==> src/peak_tamper_pkg.sv <==
// constants, register map and carrier types for the peak and tamper monitor
package peak_tamper_pkg;

  // ----------------------------------------------------------------------
  // register word offsets (byte addresses, one 32-bit word each)
  // ----------------------------------------------------------------------
  localparam logic [7:0] voltage_peak_result_off = 8'h00;
  localparam logic [7:0] current_peak_result_off = 8'h04;
  localparam logic [7:0] overvoltage_threshold_off = 8'h08;
  localparam logic [7:0] overcurrent_threshold_off = 8'h0C;
  localparam logic [7:0] phase_current_sum_off = 8'h10;
  localparam logic [7:0] sum_mismatch_threshold_off = 8'h14;
  localparam logic [7:0] peak_window_count_off = 8'h18;
  localparam logic [7:0] measurement_mode_off = 8'h1C;
  localparam logic [7:0] second_status_off = 8'h20;
  localparam logic [7:0] second_mask_off = 8'h24;
  localparam logic [7:0] phase_status_off = 8'h28;
  localparam logic [7:0] first_status_off = 8'h2C;

  // ----------------------------------------------------------------------
  // field positions
  // ----------------------------------------------------------------------
  localparam int peak_value_lsb = 0;
  localparam int peak_tag_lsb = 24;
  localparam int peak_select_lsb = 2;
  localparam int overcurrent_bit = 17;
  localparam int overvoltage_bit = 18;
  localparam int mismatch_bit = 20;
  localparam int current_peak_done_bit = 23;
  localparam int voltage_peak_done_bit = 24;
  localparam int overcurrent_phase_lsb = 3;
  localparam int overvoltage_phase_lsb = 9;
  localparam int dsp_done_bit = 17;

  // ----------------------------------------------------------------------
  // values after reset and sample scale
  // ----------------------------------------------------------------------
  localparam logic [23:0] full_scale_magnitude = 24'h51_4791;
  localparam logic [23:0] overvoltage_threshold_rst = 24'h51_4791;
  localparam logic [23:0] overcurrent_threshold_rst = 24'h51_4791;
  localparam logic [23:0] sum_mismatch_threshold_rst = 24'h00_0000;
  localparam logic [7:0] peak_window_count_rst = 8'h00;
  localparam logic [31:0] word_zero = 32'h0000_0000;

  // ----------------------------------------------------------------------
  // carriers
  // ----------------------------------------------------------------------
  typedef struct packed {
    logic [2:0][23:0] volt;
    logic [2:0][23:0] curr;
    logic [23:0] neutral;
  } wave_samples_t;

  typedef struct packed {
    logic wr;
    logic rd;
    logic [7:0] addr;
    logic [31:0] wdata;
  } reg_req_t;

endpackage : peak_tamper_pkg

==> src/waveform_peak_and_tamper_monitor.sv <==
// peak, over-level and neutral mismatch monitor of a three-phase metering front end
`timescale 1ns/1ps

module waveform_peak_and_tamper_monitor #(
  parameter int window_width = 8
) (
  input wire logic clock,
  input wire logic srst,
  input wire peak_tamper_pkg::wave_samples_t samples,
  input wire logic sample_valid,
  input wire logic [2:0] zero_cross,
  input wire peak_tamper_pkg::reg_req_t reg_req,
  output logic [31:0] reg_rdata,
  output logic reg_rvalid,
  output logic event_irq_n
);
  import peak_tamper_pkg::*;

  // ----------------------------------------------------------------------
  // register state
  // ----------------------------------------------------------------------
  logic [23:0] voltage_peak_value;
  logic [2:0] voltage_peak_phase_tag;
  logic [23:0] current_peak_value;
  logic [2:0] current_peak_phase_tag;
  logic [23:0] overvoltage_threshold;
  logic [23:0] overcurrent_threshold;
  logic [27:0] phase_current_sum;
  logic [23:0] sum_mismatch_threshold;
  logic [window_width-1:0] peak_window_count;
  logic [2:0] peak_phase_select;
  logic [31:0] second_status_reg;
  logic [31:0] second_mask_reg;
  logic [2:0] overvoltage_phase_bits;
  logic [2:0] overcurrent_phase_bits;
  logic dsp_done_flag;

  // running window state
  logic [window_width-1:0] half_cycle_count;
  logic [23:0] run_volt_max;
  logic [2:0] run_volt_tag;
  logic [23:0] run_curr_max;
  logic [2:0] run_curr_tag;

  // ----------------------------------------------------------------------
  // bus decode
  // ----------------------------------------------------------------------
  logic write_strobe;
  logic [31:0] clear_mask;
  logic clear_status;
  logic clear_first;

  assign write_strobe = reg_req.wr;
  assign clear_status = write_strobe && (reg_req.addr == second_status_off);
  assign clear_first = write_strobe && (reg_req.addr == first_status_off);
  assign clear_mask = clear_status ? reg_req.wdata : word_zero;

  // ----------------------------------------------------------------------
  // per-phase magnitudes and level comparisons
  // ----------------------------------------------------------------------
  logic [2:0][23:0] volt_mag;
  logic [2:0][23:0] curr_mag;
  logic [2:0] over_volt_hit;
  logic [2:0] over_curr_hit;

  function automatic logic [23:0] magnitude(input logic [23:0] value);
    magnitude = value[23] ? (~value + 24'h00_0001) : value;
  endfunction : magnitude

  // a zero threshold flags even a zero sample, so it detects continuously
  genvar ph;
  generate
    for (ph = 0; ph < 3; ph++) begin : g_phase
      assign volt_mag[ph] = magnitude(samples.volt[ph]);
      assign curr_mag[ph] = magnitude(samples.curr[ph]);
      assign over_volt_hit[ph] = sample_valid &&
        ((volt_mag[ph] > overvoltage_threshold) || (overvoltage_threshold == 24'h00_0000));
      assign over_curr_hit[ph] = sample_valid &&
        ((curr_mag[ph] > overcurrent_threshold) || (overcurrent_threshold == 24'h00_0000));
    end
  endgenerate

  // ----------------------------------------------------------------------
  // largest enabled sample of this cycle, the lower phase (A before B before C) wins a tie
  // ----------------------------------------------------------------------
  logic [23:0] cand_volt;
  logic [2:0] cand_volt_tag;
  logic [23:0] cand_curr;
  logic [2:0] cand_curr_tag;

  always_comb begin
    cand_volt = 24'h00_0000;
    cand_volt_tag = 3'b000;
    cand_curr = 24'h00_0000;
    cand_curr_tag = 3'b000;
    for (int i = 0; i < 3; i++) begin
      if (peak_phase_select[i] && (cand_volt_tag == 3'b000 || volt_mag[i] > cand_volt)) begin
        cand_volt = volt_mag[i];
        cand_volt_tag = 3'b001 << i;
      end
      if (peak_phase_select[i] && (cand_curr_tag == 3'b000 || curr_mag[i] > cand_curr)) begin
        cand_curr = curr_mag[i];
        cand_curr_tag = 3'b001 << i;
      end
    end
  end

  // ----------------------------------------------------------------------
  // half-line-cycle window timing
  // ----------------------------------------------------------------------
  logic [1:0] cross_inc;
  logic [window_width:0] count_sum;
  logic window_end;
  logic window_restart;

  // each enabled crossing counts, so more phases shorten the window
  assign cross_inc = 2'({1'b0, zero_cross[0] & peak_phase_select[0]} +
                        {1'b0, zero_cross[1] & peak_phase_select[1]} +
                        {1'b0, zero_cross[2] & peak_phase_select[2]});
  assign count_sum = {1'b0, half_cycle_count} + {{(window_width - 1){1'b0}}, cross_inc};
  assign window_end = (cross_inc != 2'b00) && (count_sum >= {1'b0, peak_window_count});
  assign window_restart = write_strobe && (reg_req.addr == peak_window_count_off) &&
                          (reg_req.wdata[peak_select_lsb +: 3] != 3'b000 ||
                           peak_phase_select != 3'b000) ? 1'b1 : 1'b0;

  // counter never stops; clears at each window end and on a window count write while a phase is enabled
  always_ff @(posedge clock) begin
    if (srst) begin
      half_cycle_count <= '0;
    end else if (window_restart && peak_phase_select != 3'b000) begin
      half_cycle_count <= '0;
    end else if (window_end) begin
      half_cycle_count <= '0;
    end else begin
      half_cycle_count <= count_sum[window_width-1:0];
    end
  end

  // ----------------------------------------------------------------------
  // running maxima over the open window
  // ----------------------------------------------------------------------
  logic volt_bigger;
  logic curr_bigger;
  assign volt_bigger = sample_valid && (cand_volt_tag != 3'b000) &&
                       (run_volt_tag == 3'b000 || cand_volt > run_volt_max);
  assign curr_bigger = sample_valid && (cand_curr_tag != 3'b000) &&
                       (run_curr_tag == 3'b000 || cand_curr > run_curr_max);

  // a sample in the closing cycle opens the next window rather than the old one
  always_ff @(posedge clock) begin
    if (srst) begin
      run_volt_max <= 24'h00_0000;
      run_volt_tag <= 3'b000;
      run_curr_max <= 24'h00_0000;
      run_curr_tag <= 3'b000;
    end else if (window_end || (window_restart && peak_phase_select != 3'b000)) begin
      run_volt_max <= sample_valid ? cand_volt : 24'h00_0000;
      run_volt_tag <= sample_valid ? cand_volt_tag : 3'b000;
      run_curr_max <= sample_valid ? cand_curr : 24'h00_0000;
      run_curr_tag <= sample_valid ? cand_curr_tag : 3'b000;
    end else begin
      if (volt_bigger) begin
        run_volt_max <= cand_volt;
        run_volt_tag <= cand_volt_tag;
      end
      if (curr_bigger) begin
        run_curr_max <= cand_curr;
        run_curr_tag <= cand_curr_tag;
      end
    end
  end

  // ----------------------------------------------------------------------
  // published peak results, touched only at a window end
  // ----------------------------------------------------------------------
  always_ff @(posedge clock) begin
    if (srst) begin
      voltage_peak_value <= 24'h00_0000;
      voltage_peak_phase_tag <= 3'b000;
      current_peak_value <= 24'h00_0000;
      current_peak_phase_tag <= 3'b000;
    end else if (window_end) begin
      voltage_peak_value <= run_volt_max;
      voltage_peak_phase_tag <= run_volt_tag;
      current_peak_value <= run_curr_max;
      current_peak_phase_tag <= run_curr_tag;
    end
  end

  // ----------------------------------------------------------------------
  // phase current sum and neutral mismatch
  // ----------------------------------------------------------------------
  logic [27:0] next_sum;
  logic [27:0] sum_mag;
  logic [27:0] neutral_mag;
  logic [28:0] mag_diff;
  logic [27:0] diff_mag;
  logic [27:0] threshold_ext;
  logic mismatch_hit;

  assign next_sum = {{4{samples.curr[0][23]}}, samples.curr[0]} +
                    {{4{samples.curr[1][23]}}, samples.curr[1]} +
                    {{4{samples.curr[2][23]}}, samples.curr[2]};
  assign sum_mag = next_sum[27] ? (~next_sum + 28'h000_0001) : next_sum;
  assign neutral_mag = {4'h0, magnitude(samples.neutral)};
  assign mag_diff = {1'b0, sum_mag} - {1'b0, neutral_mag};
  assign diff_mag = mag_diff[28] ? 28'(~mag_diff + 29'h0000_0001) : mag_diff[27:0];
  assign threshold_ext = {{4{sum_mismatch_threshold[23]}}, sum_mismatch_threshold};
  // threshold at or below zero flags every sample
  assign mismatch_hit = sample_valid &&
    ((sum_mismatch_threshold[23] || sum_mismatch_threshold == 24'h00_0000) ||
     (diff_mag > threshold_ext));

  always_ff @(posedge clock) begin
    if (srst) begin
      phase_current_sum <= 28'h000_0000;
    end else if (sample_valid) begin
      phase_current_sum <= next_sum;
    end
  end

  // ready flag: set wins over a write-one clear in the same cycle
  always_ff @(posedge clock) begin
    if (srst) begin
      dsp_done_flag <= 1'b0;
    end else if (sample_valid) begin
      dsp_done_flag <= 1'b1;
    end else if (clear_first && reg_req.wdata[dsp_done_bit]) begin
      dsp_done_flag <= 1'b0;
    end
  end

  // ----------------------------------------------------------------------
  // sticky status, set wins over clear
  // ----------------------------------------------------------------------
  logic [31:0] status_set;
  always_comb begin
    status_set = word_zero;
    status_set[current_peak_done_bit] = window_end;
    status_set[voltage_peak_done_bit] = window_end;
    status_set[overvoltage_bit] = |over_volt_hit;
    status_set[overcurrent_bit] = |over_curr_hit;
    status_set[mismatch_bit] = mismatch_hit;
  end

  always_ff @(posedge clock) begin
    if (srst) begin
      second_status_reg <= word_zero;
    end else begin
      second_status_reg <= (second_status_reg & ~clear_mask) | status_set;
    end
  end

  // phase bits follow their summary bit's write-one clear
  always_ff @(posedge clock) begin
    if (srst) begin
      overvoltage_phase_bits <= 3'b000;
    end else if (clear_mask[overvoltage_bit]) begin
      overvoltage_phase_bits <= over_volt_hit;
    end else begin
      overvoltage_phase_bits <= overvoltage_phase_bits | over_volt_hit;
    end
  end

  always_ff @(posedge clock) begin
    if (srst) begin
      overcurrent_phase_bits <= 3'b000;
    end else if (clear_mask[overcurrent_bit]) begin
      overcurrent_phase_bits <= over_curr_hit;
    end else begin
      overcurrent_phase_bits <= overcurrent_phase_bits | over_curr_hit;
    end
  end

  // registered pin, one cycle behind status; low while any masked bit stands
  always_ff @(posedge clock) begin
    if (srst) begin
      event_irq_n <= 1'b1;
    end else begin
      event_irq_n <= ~|(second_status_reg & second_mask_reg);
    end
  end

  // ----------------------------------------------------------------------
  // writable configuration
  // ----------------------------------------------------------------------
  always_ff @(posedge clock) begin
    if (srst) begin
      overvoltage_threshold <= overvoltage_threshold_rst;
      overcurrent_threshold <= overcurrent_threshold_rst;
      sum_mismatch_threshold <= sum_mismatch_threshold_rst;
      peak_window_count <= window_width'(peak_window_count_rst);
      peak_phase_select <= 3'b000;
      second_mask_reg <= word_zero;
    end else if (write_strobe) begin
      case (reg_req.addr)
        overvoltage_threshold_off: overvoltage_threshold <= reg_req.wdata[23:0];
        overcurrent_threshold_off: overcurrent_threshold <= reg_req.wdata[23:0];
        sum_mismatch_threshold_off: sum_mismatch_threshold <= reg_req.wdata[23:0];
        peak_window_count_off: peak_window_count <= reg_req.wdata[window_width-1:0];
        measurement_mode_off: peak_phase_select <= reg_req.wdata[peak_select_lsb +: 3];
        second_mask_off: second_mask_reg <= reg_req.wdata;
        default: ;
      endcase
    end
  end

  // ----------------------------------------------------------------------
  // read port: data one cycle after the read strobe, unmapped reads zero
  // ----------------------------------------------------------------------
  always_ff @(posedge clock) begin
    if (srst) begin
      reg_rdata <= word_zero;
      reg_rvalid <= 1'b0;
    end else begin
      reg_rvalid <= reg_req.rd;
      if (reg_req.rd) begin
        case (reg_req.addr)
          voltage_peak_result_off: reg_rdata <= {5'h00, voltage_peak_phase_tag, voltage_peak_value};
          current_peak_result_off: reg_rdata <= {5'h00, current_peak_phase_tag, current_peak_value};
          overvoltage_threshold_off: reg_rdata <= {8'h00, overvoltage_threshold};
          overcurrent_threshold_off: reg_rdata <= {8'h00, overcurrent_threshold};
          phase_current_sum_off: reg_rdata <= {4'h0, phase_current_sum};
          sum_mismatch_threshold_off: reg_rdata <= {4'h0, threshold_ext};
          peak_window_count_off: reg_rdata <= 32'(peak_window_count);
          measurement_mode_off: reg_rdata <= {27'h000_0000, peak_phase_select, 2'b00};
          second_status_off: reg_rdata <= second_status_reg;
          second_mask_off: reg_rdata <= second_mask_reg;
          phase_status_off: reg_rdata <= {20'h0_0000, overvoltage_phase_bits, 3'b000,
                                          overcurrent_phase_bits, 3'b000};
          first_status_off: reg_rdata <= {14'h0000, dsp_done_flag, 17'h0_0000};
          default: reg_rdata <= word_zero;
        endcase
      end
    end
  end

endmodule : waveform_peak_and_tamper_monitor

==> config.mk <==
export PLATFORM = sky130hd
export DESIGN_NAME = waveform_peak_and_tamper_monitor
export DESIGN_NICKNAME = d
export VERILOG_FILES = /design/src/peak_tamper_pkg.sv /design/src/waveform_peak_and_tamper_monitor.sv
export SDC_FILE = /design/constraint.sdc
export NUM_CORES = 2
export LEC_CHECK = 0
export ABC_AREA = 1
export BUFFER_PORTS_ARGS = -buffer_cell sky130_fd_sc_hd__buf_2
export CELL_PAD_IN_SITES_DETAIL_PLACEMENT = 1
export CELL_PAD_IN_SITES_GLOBAL_PLACEMENT = 2
export CORE_AREA = 2 2 306 308
export CTS_BUF_LIST = sky130_fd_sc_hd__clkbuf_8
export CTS_CLUSTER_DIAMETER = 30
export DETAILED_ROUTE_END_ITERATION = 6
export DIE_AREA = 0 0 308 310
export GPL_TIMING_DRIVEN = 0
export PLACE_DENSITY_LB_ADDON = 0.2
export SYNTH_ARGS = -nofsm -noshare
export SYNTH_HDL_FRONTEND = slang
export SYNTH_SLANG_ARGS = --single-unit
export TNS_END_PERCENT = 100
==> constraint.sdc <==
create_clock -name clock -period 15.7 [get_ports clock]
set_clock_uncertainty 0.2 [all_clocks]
set_input_delay 4.71 -clock clock [delete_from_list [all_inputs] [get_ports clock]]
set_output_delay 4.71 -clock clock [all_outputs]
set_load 0.1 [all_outputs]
== Word-level counts from Yosys, hierarchy flattened ==
Index checks and enable logic that the tools add are counted.

* Register bits: 332
* Input port bits: 216
* Logic and storage cells: 186

* Add/sub/neg operators: 15
* Order comparisons: 14
* Eq/ne operators: 11
* Mux-type cells: 39
* Bitwise logic cells: 18
* Reduce and logical (&&, ||, !) cells: 66

{| class="wikitable"
|+ Operators by type and width
! cell !! count
|-
| $mux 24 || 19
|-
| $pmux 32 s12 || 1
|-
| $gt 24x24->1 || 12
|-
| $add 24x1->24 const B || 7
|-
| $not 24->24 || 7
|-
| $logic_not 24->1 || 3
|-
| $and 32x32->32 || 2
|-
| $add 28x1->28 const B || 2
|-
| $mux 28 || 2
|-
| $not 28->28 || 2
|-
| $mux 3 || 12
|-
| $eq 8x5->1 const B || 4
|-
| $eq 8x6->1 const B || 4
|-
| $mux 32 || 1
|-
| $not 32->32 || 1
|-
| $or 32x25->32 || 1
|-
| $reduce_or 32->1 || 1
|-
| $sub 28x24->29 || 1
|-
| $gt 28x28->1 || 1
|-
| $add 25x24->26 || 1
|-
| $add 24x24->25 || 1
|-
| $logic_and 1x1->1 || 22
|-
| $eq 8x4->1 const B || 2
|-
| $logic_or 1x1->1 || 16
|-
| 15 further kinds || 38
|}

== Longest topological paths before layout ==
* Word-level depth: 17
* Gate-level depth with buffers: 57
* Mapped depth without buffers: 55

== Worst setup path before layout ==
Ideal clock, no wire load.

* Kind: input -> register
* Start: input samples[49] (netlist name)
* End: register run_curr_max[5]
* Library setup time: 70 ps
* Arrival: 11304 ps
* Data required time: 15430 ps
* Setup slack: 4125 ps
* Stages: 50
* Path buffers: 3
* Cells stage by stage: inv_1 ha_1 inv_1 nor2_1 nand3_1 or2_2 nor2_1 nand2_1 o21ai_0 xor2_1 ha_1 nand2_1 inv_1 nand3_1 inv_1 nand4_1 nor2_1 o21ai_0 (+14 left out) o21ai_0 nand2_1 nand2_1 inv_1 clkbuf_1 nand2_1 and2_1 ha_1 nand2_1 nor4_1 nand4_1 a21o_1 nand2_1 nand2_1 inv_2 clkbuf_1 nand2_1 a21oi_1

* Longest elaborated chain between the ends: 15
* Elaborated cells on any way between the ends: 23
* Those cells by class: add/sub: 1; order compare: 3; mux: 8; bitwise: 1; reduce/logical: 10

{| class="wikitable"
|+ Ends and longest elaborated chain
! element !! line !! text
|-
| from (decl) || waveform_peak_and_tamper_monitor.sv:9 || <nowiki>input wire peak_tamper_pkg::wave_samples_t samples,</nowiki>
|-
| $not 24->24 || waveform_peak_and_tamper_monitor.sv:67 || <nowiki>magnitude = value[23] ? (~value + 24'h00_0001) : value;</nowiki>
|-
| $add 24x1->24 || waveform_peak_and_tamper_monitor.sv:67 ||
|-
| $mux 24 (*) || waveform_peak_and_tamper_monitor.sv:67 ||
|-
| $gt 24x24->1 || waveform_peak_and_tamper_monitor.sv:101 || <nowiki>if (peak_phase_select[i] && (cand_curr_tag == 3'b000 || curr_mag[i] > cand_curr)) begin</nowiki>
|-
| $logic_or 1x1->1 || waveform_peak_and_tamper_monitor.sv:101 ||
|-
| $logic_and 1x1->1 || waveform_peak_and_tamper_monitor.sv:101 ||
|-
| $mux 24 or $mux 3 (tied branches) || waveform_peak_and_tamper_monitor.sv:101 ||
|-
| $gt 24x24->1 or $logic_not 3->1 (tied branches) || waveform_peak_and_tamper_monitor.sv:101 ||
|-
| $logic_or 1x1->1 || waveform_peak_and_tamper_monitor.sv:101 ||
|-
| $logic_and 1x1->1 || waveform_peak_and_tamper_monitor.sv:101 ||
|-
| $mux 24 or $mux 3 (tied branches) || waveform_peak_and_tamper_monitor.sv:101 ||
|-
| $gt 24x24->1 or $reduce_bool 3->1 (tied branches) || waveform_peak_and_tamper_monitor.sv:147, waveform_peak_and_tamper_monitor.sv:146 ||
|-
| $logic_or 1x1->1 or $logic_and 1x1->1 (tied branches) || waveform_peak_and_tamper_monitor.sv:147, waveform_peak_and_tamper_monitor.sv:146 ||
|-
| $logic_and 1x1->1 || waveform_peak_and_tamper_monitor.sv:146 || <nowiki>assign curr_bigger = sample_valid && (cand_curr_tag != 3'b000) &&</nowiki>
|-
| $reduce_bool 2->1 (no line) || - ||
|-
| to (signal assigned) || waveform_peak_and_tamper_monitor.sv:159 || <nowiki>run_curr_max <= sample_valid ? cand_curr : 24'h00_0000;</nowiki>
|-
| to (signal assigned) || waveform_peak_and_tamper_monitor.sv:167 || <nowiki>run_curr_max <= cand_curr;</nowiki>
|-
| to (decl) || waveform_peak_and_tamper_monitor.sv:42 || <nowiki>logic [23:0] run_curr_max;</nowiki>
|}

Mark *: on every way between the ends. The rest lies on a longest branch, timed or not. The select of a mux whose other input is x is not followed.
A chain may end at the register's enable or synchronous reset.

== Worst setup path in the final report ==
* Start: input samples[49] (netlist name)
* End: register run_curr_max[8]

The elaborated chain is that of the path after synthesis.

==> flow_summary_export.csv <==
group,metric,value,unit
status,run_status,"complete, no violations",
power_and_ir_drop,cell_internal_pwr,2.303,mW
setup_path,timing_worst_setup_path_type,"in2reg",
finish,final_layout_size_suffix_gt1_frac,0.08798,
placed_design,cell_count_post_placement,6428,
cts,clk_root_buffer_cell,"sky130_fd_sc_hd__clkbuf_8",
finish,finish.cell_count_without_fillers,6565,
placed_design,pre_cts_ws,635.2,ps
setup_path,max_fanout_on_critical_path,10,
synthesis,syn-mean-instance-area,6.440,µm²
setup_path,endpoint_kind,"flip-flop",
sta,final.setup.worst_slack,1278,ps
detailed_routing,routed_via_density,5.432,
synthesis,synthDominantCellAreaShare,0.2057,
finish,final_area,36630,µm²
finish,utilization,0.3960,
placed_design,place_congestion,0.9850,
finish,final_cell_mix,"sky130_fd_sc_hd__nand2_1, sky130_fd_sc_hd__inv_1, sky130_fd_sc_hd__a21oi_1",
power_and_ir_drop,seq_power_share,0.197,
synthesis,asyncSetResetFlopFracSynth,0,
setup_path,critPathMaxStageDelay,490,ps
min_path,timing.hold.worst.class,"reg2reg",
global_route,global_route.overflow_total,0,
floorplan,chipWidth,308,µm
detailed_routing,detail_route.drc_violations,0,
cts,clock_sink_count,330,
power_and_ir_drop,ir_drop,0.05910,mV
setup_path,crit_top_cell,"sky130_fd_sc_hd__nand2_1",
sta,worst_pin_slew,1282,ps
flow_run,max_cap_viol_count,0,
sta,timing.max_slew.rel_slack,0.1366,
global_route,antenna_found_initial,2,
synthesis,post_synth_inst_count,4986,
placed_design,placed_area,34840,µm²
global_route,grt_util_all_layers,0.3173,
setup_path,worstPathRequired,16090,ps
power_and_ir_drop,p_comb_frac,0.532,
detailed_routing,detail-route-antenna-nets,0,
floorplan,num_io_pins,250,
detailed_routing,drt_wl_total,155000,µm
cts,h-tree-depth,3,
power_and_ir_drop,swShare,0.4700,
finish,multi_input_area,21900,µm²
sta,hold_slack,257.1,ps
synthesis,synth-seq-area-share,0.2057,
synthesis,yosys_register_bits,330,
finish,most_frequent_standard_cell_in_the_layout_excluding_fill_and_tap_cells,"sky130_fd_sc_hd__nand2_1",
sta,timing_max_transition_violations_final,0,
detailed_routing,drt-met1-wl,70070,µm
sta,timing.fmax,0.06934,GHz
synthesis,synth_cell_types,53,
finish,syn_to_layout_area_delta,14.06,%
global_route,maximum_number_of_pins_on_one_net_before_global_route_repair,12,
detailed_routing,wl_met3,7970,µm
floorplan,initial_core_util,0.3472,
cts,cts.clk_slew.worst_paths,50,ps
power_and_ir_drop,post-layout-total-power,4.345,mW
synthesis,number_of_flops_mapped_to_enable_cells_by_yosys,0,
detailed_routing,drt_pre_antenna_iters,7,
cts,cts_setup_buffers,0,
cts,cts-hold-fix-buffers,0,
detailed_routing,highest_metal_layer_used_by_the_detailed_router,"met4",
sta,final_number_of_hold_violating_endpoints,0,
cts,inserted_clock_buffers,73,
cts,tritoncts,"built",
floorplan,design.core.area,92490,µm²
global_route,grt_first_pass_wirelength,224800,µm
cts,clock_latency,690,ps
synthesis,synthesis.nets,5614,
placed_design,dp_hpwl,132000,µm
detailed_routing,wl_per_cell,23.62,µm
synthesis,post-synth-top-area-cell,"sky130_fd_sc_hd__dfxtp_1",
finish,finalNetCount,5934,
synthesis,yosys_warnings,0,
cts,clockBufferDepth,3,
power_and_ir_drop,clockPowerShare,0.271,
setup_path,worst_path_max_delay_cell,"sky130_fd_sc_hd__clkbuf_1",
synthesis,syn-cell-area,32110,µm²
finish,layout.filler_cells,12270,
power_and_ir_drop,switching_power,2.042,mW
setup_path,start_kind,"input port",
sta,timing.final.setup_violations,0,
power_and_ir_drop,p_leak,17.14,nW
sta,setup-tns-final,0,ps
floorplan,die_footprint,95480,µm²
sta,final_period_minus_worst_setup_slack,14420,ps
sta,unrepaired_setup_endpoints_after_global_routing,"false",
floorplan,cell_rows,112,
global_route,first_global_vias,35057,
detailed_routing,vias,35661,
setup_path,critical_path.top_delay_family,"simple AND/OR/NAND/NOR gates",
setup_path,buffers_inverters_on_critical_path,11,
detailed_routing,wl_met2,70550,µm
detailed_routing,drt_iter0_drc,2453,
power_and_ir_drop,pwr_density_cell,118.6,nW/µm²
synthesis,post_synth_main_area_contributors,"sky130_fd_sc_hd__dfxtp_1, sky130_fd_sc_hd__ha_1, sky130_fd_sc_hd__nand2_1",
sta,final_min_period_over_clock_period,0.9186,
floorplan,fp.dieH,310,µm
cts,post_cts_resize_count,0,
synthesis,synth_top_flop_cell,"sky130_fd_sc_hd__dfxtp_1",
placed_design,count_of_buffers_from_port_buffering,245,
setup_path,cp_data_arrival_time,14810,ps
finish,regArea,6606,µm²
==> power by group through the flow <==
stage / Sequential, mW / Clock, mW / Combinational, mW
2_1_floorplan: 0.875 / 0 / 1.56
3_3_place_gp: 0.875 / 0 / 2.25
3_5_place_dp: 0.875 / 0 / 2.30
4_1_cts: 0.857 / 1.18 / 2.31
5_1_grt: 0.858 / 1.23 / 2.61
6_report: 0.858 / 1.18 / 2.31
==> layer usage <==
layer  track usage  vias to the layer above
met1        0.4257                    17169
met4        0.1235                        0
met2        0.5276                     1054
met5             0                        -
met3       0.02677                      243
li1              -                    17195
==> final timing paths <==
kind / startpoint / end / slack [ps] / depth (start not counted)
max: samples[49] / run_curr_max[8] / 1280 / 50
min: second_status_reg[30] / second_status_reg[30] / 260 / 2
max reg2reg: peak_phase_select[0] / run_curr_max[8] / 5400 / 40
min reg2reg: second_status_reg[30] / second_status_reg[30] / 260 / 2
==> logic make-up after synthesis <==
family | synth area share
simple gates | 0.2829
compound gates | 0.1820
other cells | 0.0001168
xor+xnor | 0.04991
fa+ha+maj | 0.1671
buf+inv | 0.1123
flops | 0.2057
==> synth_stat cells (34+ instances only) <==
master / n
sky130_fd_sc_hd__nand2_1: 1027
sky130_fd_sc_hd__inv_1: 776
sky130_fd_sc_hd__o22ai_1: 50
sky130_fd_sc_hd__o211ai_1: 45
sky130_fd_sc_hd__xor2_1: 139
sky130_fd_sc_hd__dfxtp_1: 330
sky130_fd_sc_hd__a21oi_1: 489
sky130_fd_sc_hd__nand4_1: 97
sky130_fd_sc_hd__clkbuf_1: 141
sky130_fd_sc_hd__nor2_1: 325
sky130_fd_sc_hd__and2_1: 91
sky130_fd_sc_hd__ha_1: 384
sky130_fd_sc_hd__o21ai_0: 319
sky130_fd_sc_hd__xnor2_1: 44
sky130_fd_sc_hd__a221oi_1: 34
sky130_fd_sc_hd__nand3_1: 352
sky130_fd_sc_hd__nor3_1: 63
==> cell type report <==
cell class,instances,share of cell area
diodes,3,0.0002050
plain buffers,158,0.01715
clock buffers,84,0.03156
clock inverters,50,0.01715
inverters,793,0.08127
multi-input cells,3705,0.5979
flip-flops and latches,330,0.1804
well taps,1197,0.04089
repair buffers,245,0.03348
==> worst register-to-register path, delay by kind of cell, from the launching register on <==
family,cells,cell delay (ps)
buf+inv,8,3500
compound gates,7,1270
fa+ha+maj,3,950
flops,1,310
simple gates,22,4020
Power figures use the tool's default switching activity.
